[src/pinmux_pkg.sv]
// Constants shared by the upper pin multiplexer and its register file.
// Assumes a 32-bit APB slave decode with word offsets chosen for this block.
package pinmux_pkg;

  localparam int unsigned ADDR_W = 8;
  localparam int unsigned DATA_W = 32;

  // Register word offsets
  localparam logic [ADDR_W-1:0] OFS_PIN_CONFIG_ONE = 8'h00;
  localparam logic [ADDR_W-1:0] OFS_PIN_CONFIG_TWO = 8'h04;
  localparam logic [ADDR_W-1:0] OFS_PIN_DIRECTION = 8'h08;
  localparam logic [ADDR_W-1:0] OFS_PIN_VALUE = 8'h0c;
  localparam logic [ADDR_W-1:0] OFS_OUTPUT_ONLY_VALUE = 8'h10;
  localparam logic [ADDR_W-1:0] OFS_PRINTER_PATTERN = 8'h14;
  localparam logic [ADDR_W-1:0] OFS_SCANNER_PATTERN = 8'h18;

  typedef enum logic [2:0] {
    REG_CFG1 = 3'h0,
    REG_CFG2 = 3'h1,
    REG_DIR = 3'h2,
    REG_VAL = 3'h3,
    REG_GPO = 3'h4,
    REG_PM = 3'h5,
    REG_SM = 3'h6,
    REG_NONE = 3'h7
  } reg_sel_type;

  // Pin counts
  localparam int unsigned GPIO_N = 15;
  localparam int unsigned GPIO_FIRST = 16;
  localparam int unsigned GPO_N = 18;
  localparam int unsigned GPI_N = 4;
  localparam int unsigned CFG_W = 16;

  // Configuration one fields
  localparam int unsigned CFG1_PRINTER_GPO = 0;
  localparam int unsigned CFG1_SCANNER_GPO = 1;
  // Configuration two fields
  localparam int unsigned CFG2_SERIAL2 = 0;
  localparam int unsigned CFG2_GPO_HI = 1;
  localparam int unsigned CFG2_CHIP_SEL = 5;
  localparam int unsigned CFG2_ADC = 6;
  localparam int unsigned CFG2_GPIO_HI = 8;

  // Output-only value register fields
  localparam int unsigned GPO_DATA_W = 10;
  localparam int unsigned GPOD_PPORT_LSB = 0;
  localparam int unsigned GPOD_HI_LSB = 6;
  localparam int unsigned GPOD_GPI_LSB = 12;

  // Pin indices relative to the first upper GPIO line
  localparam int unsigned IDX_TX_IN = 0;
  localparam int unsigned IDX_CLK_IN = 1;
  localparam int unsigned IDX_RX_OUT = 2;
  localparam int unsigned IDX_SCK = 3;
  localparam int unsigned IDX_STROBE = 4;
  localparam int unsigned IDX_CTL_IN = 5;
  localparam int unsigned IDX_IRQ = 3;
  localparam int unsigned IDX_CS = 4;
  localparam int unsigned IDX_ADC = 6;
  localparam int unsigned IDX_PDATA = 7;

  localparam int unsigned MOTOR_W = 4;
  localparam int unsigned PCTL_W = 6;
  localparam logic [CFG_W-1:0] CFG_RESET = 16'h0000;

endpackage : pinmux_pkg

[src/pin_sync.sv]
// Two-flop synchroniser bank for pin levels entering the system clock.
// Assumes inputs are asynchronous to CLK_SYS; only the second stage is read.
`timescale 1ns/1ns
module pin_sync #(
  parameter int unsigned WIDTH = 1
) (
  input wire logic CLK_SYS,
  input wire logic RST,
  input wire logic [WIDTH-1:0] async_in,
  output logic [WIDTH-1:0] sync_out
);

  typedef struct packed {
    logic [WIDTH-1:0] meta;
    logic [WIDTH-1:0] stable;
  } sync_state_type;

  sync_state_type state_ff;
  sync_state_type nxt_state;

  always_comb begin
    nxt_state.meta = async_in;
    nxt_state.stable = state_ff.meta;
  end

  always_ff @(posedge CLK_SYS or posedge RST) begin
    if (RST) begin
      state_ff <= '0;
    end else begin
      state_ff <= nxt_state;
    end
  end

  assign sync_out = state_ff.stable;

endmodule : pin_sync

[src/upper_pin_mux.sv]
// Pin multiplexer for GPIO16..30, GPO0..17 and GPI0..3 with an APB register file.
// Assumes alternate peripherals and the modem side controller share CLK_SYS.
//
// The implementer's own choices: register access over APB and the address map.
`timescale 1ns/1ns
//
// Behaviour
// - Modem mode high: six modem signals on GPIO16..21 in order.
// - Routed modem signals go to data interface if select 0, voice if 1.
// - Modem mode low and config two bit 5: chip select drives GPIO20.
// - Modem mode low: GPIO19 pin level is the active-low modem interrupt.
// - Config two bit 6 puts ADC sample strobe on GPIO22, else GPIO.
// - GPIO22 direction and value from bit 22 of direction and value.
// - Config two bit 8: GPIO23..30 are GPIO, else parallel data 0..7.
// - GPIO23..30 direction and value from bits 30..23.
// - Config one bit 0: GPO0..3 on printer pins, else printer phases.
// - GPO0..3 follow printer pattern low nibble after a write.
// - Config one bit 1: GPO4..7 on scanner pins, else scanner phases.
// - GPO4..7 follow scanner pattern low nibble after a write.
// - Config two bit 8: parallel control pins become GPO8..13, else parallel.
// - GPO8..13 values from output-only value bits 5..0.
// - GPO17..14 shared with analog odd 3, even 3, odd 2, even 2.
// - GPO14..17 values from output-only value bits 9..6.
// - Parallel unused: GPI0..3 pin levels read in output-only bits 15..12.
module upper_pin_mux (
  input wire logic CLK_SYS,
  input wire logic RST,
  input wire logic PSEL,
  input wire logic PENABLE,
  input wire logic PWRITE,
  input wire logic [pinmux_pkg::ADDR_W-1:0] PADDR,
  input wire logic [pinmux_pkg::DATA_W-1:0] PWDATA,
  output logic [pinmux_pkg::DATA_W-1:0] PRDATA,
  output logic PREADY,
  output logic PSLVERR,
  input wire logic [pinmux_pkg::GPIO_N-1:0] GPIO_I,
  output logic [pinmux_pkg::GPIO_N-1:0] GPIO_O,
  output logic [pinmux_pkg::GPIO_N-1:0] GPIO_OE,
  output logic [pinmux_pkg::GPO_N-1:0] GPO_O,
  input wire logic [pinmux_pkg::GPI_N-1:0] GPI_I,
  input wire logic EXT_MODEM_IF_MODE,
  input wire logic EXT_MODEM_IF_VOICE_SEL,
  input wire logic [2:0] DATA_IA_OUT,
  input wire logic [2:0] VOICE_IA_OUT,
  output logic [2:0] DATA_IA_IN,
  output logic [2:0] VOICE_IA_IN,
  input wire logic MODEM_CHIP_SELECT_N,
  output logic MODEM_IRQ_N,
  input wire logic EXT_ADC_SAMPLE_STROBE,
  input wire logic [7:0] PARALLEL_PORT_DATA_O,
  input wire logic [7:0] PARALLEL_PORT_DATA_OE,
  output logic [7:0] PARALLEL_PORT_DATA_I,
  input wire logic [pinmux_pkg::PCTL_W-1:0] PARALLEL_CTL_O,
  output logic [pinmux_pkg::GPI_N-1:0] PARALLEL_STATUS_I,
  input wire logic [pinmux_pkg::MOTOR_W-1:0] PRINTER_MOTOR_PHASE,
  input wire logic [pinmux_pkg::MOTOR_W-1:0] SCANNER_MOTOR_PHASE,
  input wire logic [1:0] ANALOG_ODD_LINE,
  input wire logic [1:0] ANALOG_EVEN_LINE,
  input wire logic SECONDARY_SERIAL_TXD,
  input wire logic SECONDARY_SERIAL_STATUS
);
  import pinmux_pkg::*;

  typedef struct packed {
    logic [CFG_W-1:0] cfg1;
    logic [CFG_W-1:0] cfg2;
    logic [GPIO_N-1:0] dir;
    logic [GPIO_N-1:0] val;
    logic [GPO_DATA_W-1:0] gpo_data;
    logic [MOTOR_W-1:0] pm_pat;
    logic [MOTOR_W-1:0] sm_pat;
    logic [DATA_W-1:0] rdata;
    logic [GPIO_N-1:0] gpio_o;
    logic [GPIO_N-1:0] gpio_oe;
    logic [GPO_N-1:0] gpo_o;
    logic [7:0] pdata_i;
    logic [2:0] data_ia_in;
    logic [2:0] voice_ia_in;
    logic irq_n;
    logic [GPI_N-1:0] pstat;
  } state_type;

  state_type state_ff;
  state_type nxt_state;
  logic [GPIO_N-1:0] gpio_sync;
  logic [GPI_N-1:0] gpi_sync;
  logic setup_phase;
  logic access_phase;
  reg_sel_type acc_sel;

  // Pin levels are asynchronous; every reader sees only the second stage
  pin_sync #(
    .WIDTH(GPIO_N + GPI_N)
  ) u_pin_sync (
    .CLK_SYS(CLK_SYS),
    .RST(RST),
    .async_in({GPI_I, GPIO_I}),
    .sync_out({gpi_sync, gpio_sync})
  );

  function automatic reg_sel_type decode(input logic [ADDR_W-1:0] addr);
    case (addr)
      OFS_PIN_CONFIG_ONE: decode = REG_CFG1;
      OFS_PIN_CONFIG_TWO: decode = REG_CFG2;
      OFS_PIN_DIRECTION: decode = REG_DIR;
      OFS_PIN_VALUE: decode = REG_VAL;
      OFS_OUTPUT_ONLY_VALUE: decode = REG_GPO;
      OFS_PRINTER_PATTERN: decode = REG_PM;
      OFS_SCANNER_PATTERN: decode = REG_SM;
      default: decode = REG_NONE;
    endcase
  endfunction : decode

  assign setup_phase = PSEL && !PENABLE;
  assign access_phase = PSEL && PENABLE;
  assign acc_sel = decode(PADDR);

  always_comb begin
    logic [GPIO_N-1:0] pin_read;
    logic parallel_unused;
    logic [2:0] ia_out;
    nxt_state = state_ff;
    parallel_unused = state_ff.cfg2[CFG2_GPIO_HI];
    ia_out = EXT_MODEM_IF_VOICE_SEL ? VOICE_IA_OUT : DATA_IA_OUT;
    // Lines with their direction bit set read back the value register, others their pin level
    pin_read = (state_ff.dir & state_ff.val) | (~state_ff.dir & gpio_sync);

    // Register writes land at the access edge; zero wait states
    if (access_phase && PWRITE) begin
      case (acc_sel)
        REG_CFG1: nxt_state.cfg1 = PWDATA[CFG_W-1:0];
        REG_CFG2: nxt_state.cfg2 = PWDATA[CFG_W-1:0];
        REG_DIR: nxt_state.dir = PWDATA[GPIO_FIRST +: GPIO_N];
        REG_VAL: nxt_state.val = PWDATA[GPIO_FIRST +: GPIO_N];
        REG_GPO: nxt_state.gpo_data = PWDATA[GPO_DATA_W-1:0];
        REG_PM: nxt_state.pm_pat = PWDATA[MOTOR_W-1:0];
        REG_SM: nxt_state.sm_pat = PWDATA[MOTOR_W-1:0];
        default: nxt_state.cfg1 = state_ff.cfg1;
      endcase
    end

    // Read data is captured in the setup cycle so PRDATA comes from a flop
    if (setup_phase) begin
      nxt_state.rdata = '0;
      case (acc_sel)
        REG_CFG1: nxt_state.rdata[CFG_W-1:0] = state_ff.cfg1;
        REG_CFG2: nxt_state.rdata[CFG_W-1:0] = state_ff.cfg2;
        REG_DIR: nxt_state.rdata[GPIO_FIRST +: GPIO_N] = state_ff.dir;
        REG_VAL: nxt_state.rdata[GPIO_FIRST +: GPIO_N] = pin_read;
        REG_GPO: begin
          nxt_state.rdata[GPO_DATA_W-1:0] = state_ff.gpo_data;
          if (parallel_unused) begin
            nxt_state.rdata[GPOD_GPI_LSB +: GPI_N] = gpi_sync;
          end
        end
        REG_PM: nxt_state.rdata[MOTOR_W-1:0] = state_ff.pm_pat;
        REG_SM: nxt_state.rdata[MOTOR_W-1:0] = state_ff.sm_pat;
        default: nxt_state.rdata = '0;
      endcase
    end

    // Upper GPIO lines default to the direction and value registers
    nxt_state.gpio_oe = state_ff.dir;
    nxt_state.gpio_o = state_ff.val;

    if (state_ff.cfg2[CFG2_ADC]) begin
      nxt_state.gpio_oe[IDX_ADC] = 1'b1;
      nxt_state.gpio_o[IDX_ADC] = EXT_ADC_SAMPLE_STROBE;
    end

    if (!parallel_unused) begin
      nxt_state.gpio_oe[IDX_PDATA +: 8] = PARALLEL_PORT_DATA_OE;
      nxt_state.gpio_o[IDX_PDATA +: 8] = PARALLEL_PORT_DATA_O;
    end

    if (EXT_MODEM_IF_MODE) begin
      nxt_state.gpio_oe[IDX_TX_IN] = 1'b0;
      nxt_state.gpio_oe[IDX_CLK_IN] = 1'b0;
      nxt_state.gpio_oe[IDX_CTL_IN] = 1'b0;
      nxt_state.gpio_oe[IDX_RX_OUT] = 1'b1;
      nxt_state.gpio_oe[IDX_SCK] = 1'b1;
      nxt_state.gpio_oe[IDX_STROBE] = 1'b1;
      nxt_state.gpio_o[IDX_RX_OUT] = ia_out[0];
      nxt_state.gpio_o[IDX_SCK] = ia_out[1];
      nxt_state.gpio_o[IDX_STROBE] = ia_out[2];
    end else if (state_ff.cfg2[CFG2_CHIP_SEL]) begin
      nxt_state.gpio_oe[IDX_CS] = 1'b1;
      nxt_state.gpio_o[IDX_CS] = MODEM_CHIP_SELECT_N;
    end

    // Unselected interface sees idle zeros
    nxt_state.data_ia_in = '0;
    nxt_state.voice_ia_in = '0;
    if (EXT_MODEM_IF_MODE && !EXT_MODEM_IF_VOICE_SEL) begin
      nxt_state.data_ia_in = {gpio_sync[IDX_CTL_IN], gpio_sync[IDX_CLK_IN], gpio_sync[IDX_TX_IN]};
    end
    if (EXT_MODEM_IF_MODE && EXT_MODEM_IF_VOICE_SEL) begin
      nxt_state.voice_ia_in = {gpio_sync[IDX_CTL_IN], gpio_sync[IDX_CLK_IN], gpio_sync[IDX_TX_IN]};
    end

    // Interrupt idles inactive while the pin carries the modem clock
    nxt_state.irq_n = EXT_MODEM_IF_MODE ? 1'b1 : gpio_sync[IDX_IRQ];
    nxt_state.pdata_i = parallel_unused ? 8'h00 : gpio_sync[IDX_PDATA +: 8];
    nxt_state.pstat = gpi_sync;

    // Output-only pins
    nxt_state.gpo_o[3:0] = state_ff.cfg1[CFG1_PRINTER_GPO] ? state_ff.pm_pat : PRINTER_MOTOR_PHASE;
    nxt_state.gpo_o[7:4] = state_ff.cfg1[CFG1_SCANNER_GPO] ? state_ff.sm_pat : SCANNER_MOTOR_PHASE;
    nxt_state.gpo_o[13:8] = parallel_unused ? state_ff.gpo_data[GPOD_PPORT_LSB +: PCTL_W]
                                            : PARALLEL_CTL_O;
    // Analog pairs: GPO17 odd3, GPO16 even3, GPO15 odd2, GPO14 even2
    nxt_state.gpo_o[17:14] = {ANALOG_ODD_LINE[1], ANALOG_EVEN_LINE[1],
                              ANALOG_ODD_LINE[0], ANALOG_EVEN_LINE[0]};
    if (state_ff.cfg2[CFG2_SERIAL2]) begin
      nxt_state.gpo_o[14] = SECONDARY_SERIAL_TXD;
      nxt_state.gpo_o[15] = SECONDARY_SERIAL_STATUS;
    end else if (state_ff.cfg2[CFG2_GPO_HI]) begin
      nxt_state.gpo_o[17:14] = state_ff.gpo_data[GPOD_HI_LSB +: 4];
    end
  end

  always_ff @(posedge CLK_SYS or posedge RST) begin
    if (RST) begin
      state_ff <= '0;
    end else begin
      state_ff <= nxt_state;
    end
  end

  assign PRDATA = state_ff.rdata;
  assign PREADY = 1'b1;
  assign PSLVERR = access_phase && (acc_sel == REG_NONE);
  assign GPIO_O = state_ff.gpio_o;
  assign GPIO_OE = state_ff.gpio_oe;
  assign GPO_O = state_ff.gpo_o;
  assign DATA_IA_IN = state_ff.data_ia_in;
  assign VOICE_IA_IN = state_ff.voice_ia_in;
  assign MODEM_IRQ_N = state_ff.irq_n;
  assign PARALLEL_PORT_DATA_I = state_ff.pdata_i;
  assign PARALLEL_STATUS_I = state_ff.pstat;
endmodule : upper_pin_mux

[config.mk]
export PLATFORM = sky130hd
export DESIGN_NAME = upper_pin_mux
export DESIGN_NICKNAME = d
export VERILOG_FILES = /design/src/pinmux_pkg.sv /design/src/pin_sync.sv /design/src/upper_pin_mux.sv
export SDC_FILE = /design/constraint.sdc
export NUM_CORES = 1
export LEC_CHECK = 0
export BUFFER_PORTS_ARGS = -buffer_cell sky130_fd_sc_hd__buf_4
export CORE_MARGIN = 1.5
export CORE_UTILIZATION = 30
export CTS_CLUSTER_DIAMETER = 30
export CTS_CLUSTER_SIZE = 14
export DETAILED_ROUTE_END_ITERATION = 8
export PLACE_DENSITY = 0.54
export REMOVE_ABC_BUFFERS = 1
export SYNTH_ARGS = -nofsm -noshare
export SYNTH_HDL_FRONTEND = slang
export SYNTH_SLANG_ARGS = --single-unit
[constraint.sdc]
create_clock -name CLK_SYS -period 12.7 [get_ports CLK_SYS]
set_clock_uncertainty 0.2 [all_clocks]
set_input_delay 0.635 -clock CLK_SYS [delete_from_list [all_inputs] [get_ports CLK_SYS]]
set_output_delay 0.635 -clock CLK_SYS [all_outputs]
set_load 0.02 [all_outputs]
==> flow_metrics.tcl <==
set metrics [dict create \
    outcome "completed" \
    start_util_pct 30.51 \
    gr-total-overflow 0 \
    fp-row-count 63 \
    reg2reg_depth 3 \
    post-route-util_pct 42.33 \
    grt_pass1_wl_um 34710 \
    drt_iter0_markers 218 \
    drive_above_1_share_pct 51.19 \
    synth_ff_type "dfrtp_1" \
    cts_num_sinks 216 \
    ys_seq_area_share_pct 59.62 \
    synth.top_cell.area_share_pct 59.62 \
    cts.repair.resized 0 \
    hold_class "in2async" \
    hold_violations 0 \
    syn_inst 672 \
    fin_tns_setup_ns 0 \
    worst_slew_pin_slew_ns 1.096 \
    coreArea_mm2 0.02972 \
    required_ns 12.93 \
    fp.dieArea_mm2 0.03127 \
    max_stage_delay_ns 0.76 \
    postSynthAreaPerCell_um2 13.49 \
    critPathLaunchType "primary input" \
    power_density_mw_per_mm2 190.7 \
    p_leak_nw 6.045 \
    path_max_fanout 43 \
    cts_tree "yes" \
    ctsLongestPathBuffers 3 \
    vdd_drop_max_mv 0.09545 \
    place.port_buffers 207 \
    r2r_end "PRDATA[14]" \
    wirelength_um 22380 \
    postRouteAntennaNets 0 \
    detail_route.vias_per_cell 4.451 \
    clk_pin_slew_ns 0.04 \
    timing_worst_setup_path_type "in2reg" \
    dp_hpwl_um 14390 \
    die_w_um 176.8 \
    grt_antenna_before_repair 0 \
    cts_inserted_buffers 56 \
    path_delay_family "simple AND/OR/NAND/NOR gates" \
    syn2layout_area_growth_pct 38.75 \
    drc 0 \
    grt_max_degree 147 \
    met3_usage_pct 3.716 \
    grt_pass1_vias 6085 \
    grt-busiest-layer "met2" \
    ys_seq_elements 216 \
    ios 211 \
    fmax_ghz 0.3483 \
    layout.nets 942 \
    setup_viol 0 \
    grtUsageMet2_pct 22.84 \
    die_h_um 176.8 \
    synth_common_cells "216 x dfrtp_1, 111 x mux2_2, 100 x buf_4, 39 x nand2_1" \
    use_met1_pct 19.19 \
    syn-cell-area_mm2 0.009066 \
    r2r_slack_ns 10.67 \
    crit_chain "buf_4 > nor4_4 > nor4b_4 > buf_4 > mux2_2" \
    num_vias 5648 \
    period_minus_slack_ns 2.871 \
    synth.distinct_cells 42 \
    worst_ep_arrival_time_ns 3.10 \
    cts_htree_levels 2 \
    yosysWarnings 0 \
    insertion_delay_ns 0.55 \
    clockRootBuffer "clkbuf_16" \
    rsz0062_at_grt "no" \
    synthArstFlopShare_pct 100.0 \
    rr_startpoint "state_ff[155]" \
    place.gp.congestion 0.7324 \
    end_kind "flop" \
    synth_edf_count 0 \
    globalRouteTotalUtil_pct 14.47 \
    drv_slew 0 \
    insertedDiodeCount 0 \
    slowest_stage "nor4b_4" \
    synth_top_cell_by_area "dfrtp_1" \
    fin_crit_sh_pct 22.61 \
    path_common_cell "buf_4" \
    dr.pass1.iters 4 \
    cap_violations 0 \
    crit_buf_inv 2 \
    yosysMostFrequentCell "dfrtp_1" \
    slew_headroom_pct 26.76 \
    ys_top_cells_by_area "dfrtp_1 60%, mux2_2 14%, buf_4 8.3%" \
    wl_per_cell_um 17.64 \
]
==> power breakdown <==
part           leakage (nW)  internal (W)  total (W)  switching (W)
clock network          1.01       0.00113    0.00156       0.000434
logic                  2.23     0.0000534   0.000114      0.0000608
registers              2.80      0.000711   0.000720     0.00000904
==> through the flow <==
step / cells / hold slack [ns] / cell area [µm²] / setup slack [ns] / power, W
finish: 1269 / 0.1071 / 12580 / 9.829 / 0.002398
global route: 1269 / 0.09237 / 12580 / 9.706 / 0.002483
CTS: 1269 / 0.08850 / 12580 / 9.843 / 0.002432
detailed placement: 1145 / 0.1347 / 10270 / 9.243 / 0.0008416
global placement: 1145 / 0.1320 / 10270 / 9.237 / 0.0008404
floorplan: 542 / 0.1312 / 8170 / 5.957 / 0.0007746
==> per-layer routing <==
layer / part of all wire, % / wire, µm / vias to the layer above
met5: 0 / 0 / -
met4: 1.8 / 402 / 0
met3: 6.3 / 1418 / 38
met2: 47 / 10580 / 202
met1: 45 / 9987 / 2802
li1: - / - / 2606
==> worst max-delay path by stage <==
stage / from / endpoint / cells past startpoint / slack [ns]
after floorplan: RST / DATA_IA_IN[0] / 1 / 5.96
after global placement: PADDR[2] / state_ff[177] / 5 / 9.24
after detailed placement: PADDR[2] / state_ff[175] / 5 / 9.24
after CTS: PADDR[2] / state_ff[175] / 5 / 9.84
after global routing: PADDR[2] / state_ff[173] / 5 / 9.71
final: PADDR[2] / state_ff[175] / 5 / 9.83
==> kinds of logic after synthesis <==
logic type,count (synthesis),share of synthesized area (%)
and+or+nand+nor,121,8.128
muxes,138,17.37
AOI/OAI and AO/OA,58,4.623
buffers and inverters,137,10.17
DFF,216,59.62
other,2,0.08284
==> state kept, by name (all words and copies together), names as in the netlist <==
signal	cells
VOICE_IA_IN	3
GPIO_OE	15
PRDATA	31
state_ff	77
u_pin_sync.nxt_state	19
MODEM_IRQ_N	1
u_pin_sync.sync_out	19
GPIO_O	15
PARALLEL_PORT_DATA_I	8
DATA_IA_IN	3
PARALLEL_STATUS_I	4
GPO_O	18
nxt_state	3
==> repair_timing <==
| action | CTS | global route |
|---|---|---|
| hold buffers | 19 | 0 |
| hold endpoints to repair | 19 | 0 |
| setup buffers | 0 | 0 |
==> placed cells by master (no fill, tap or decap), types with 6 or more instances in the layout <==
cell type / n
clkinv_2: 9
dfrtp_1: 215
mux2i_1: 13
nor4_1: 7
buf_4: 213
nor2_1: 13
a21oi_1: 18
mux2_2: 111
inv_1: 6
nand4_1: 10
nor2b_1: 15
clkinvlp_4: 10
nand2_1: 39
o41ai_1: 15
mux2_4: 10
o211ai_1: 8
a221o_1: 6
dlygate4sd3_1: 19
bufinv_16: 14
clkbuf_16: 57
==> final cells by class <==
cell class	count	area (µm²)
Timing Repair Buffer	232	1789
Inverter	7	33.78
Sequential cell	216	5406
Clock buffer	67	1514
Multi-Input combinational cell	319	2741
Tap cell	390	488.0
Clock inverter	38	606.8
Fill cell	2765	17140
(Power assumes the default switching activity.)
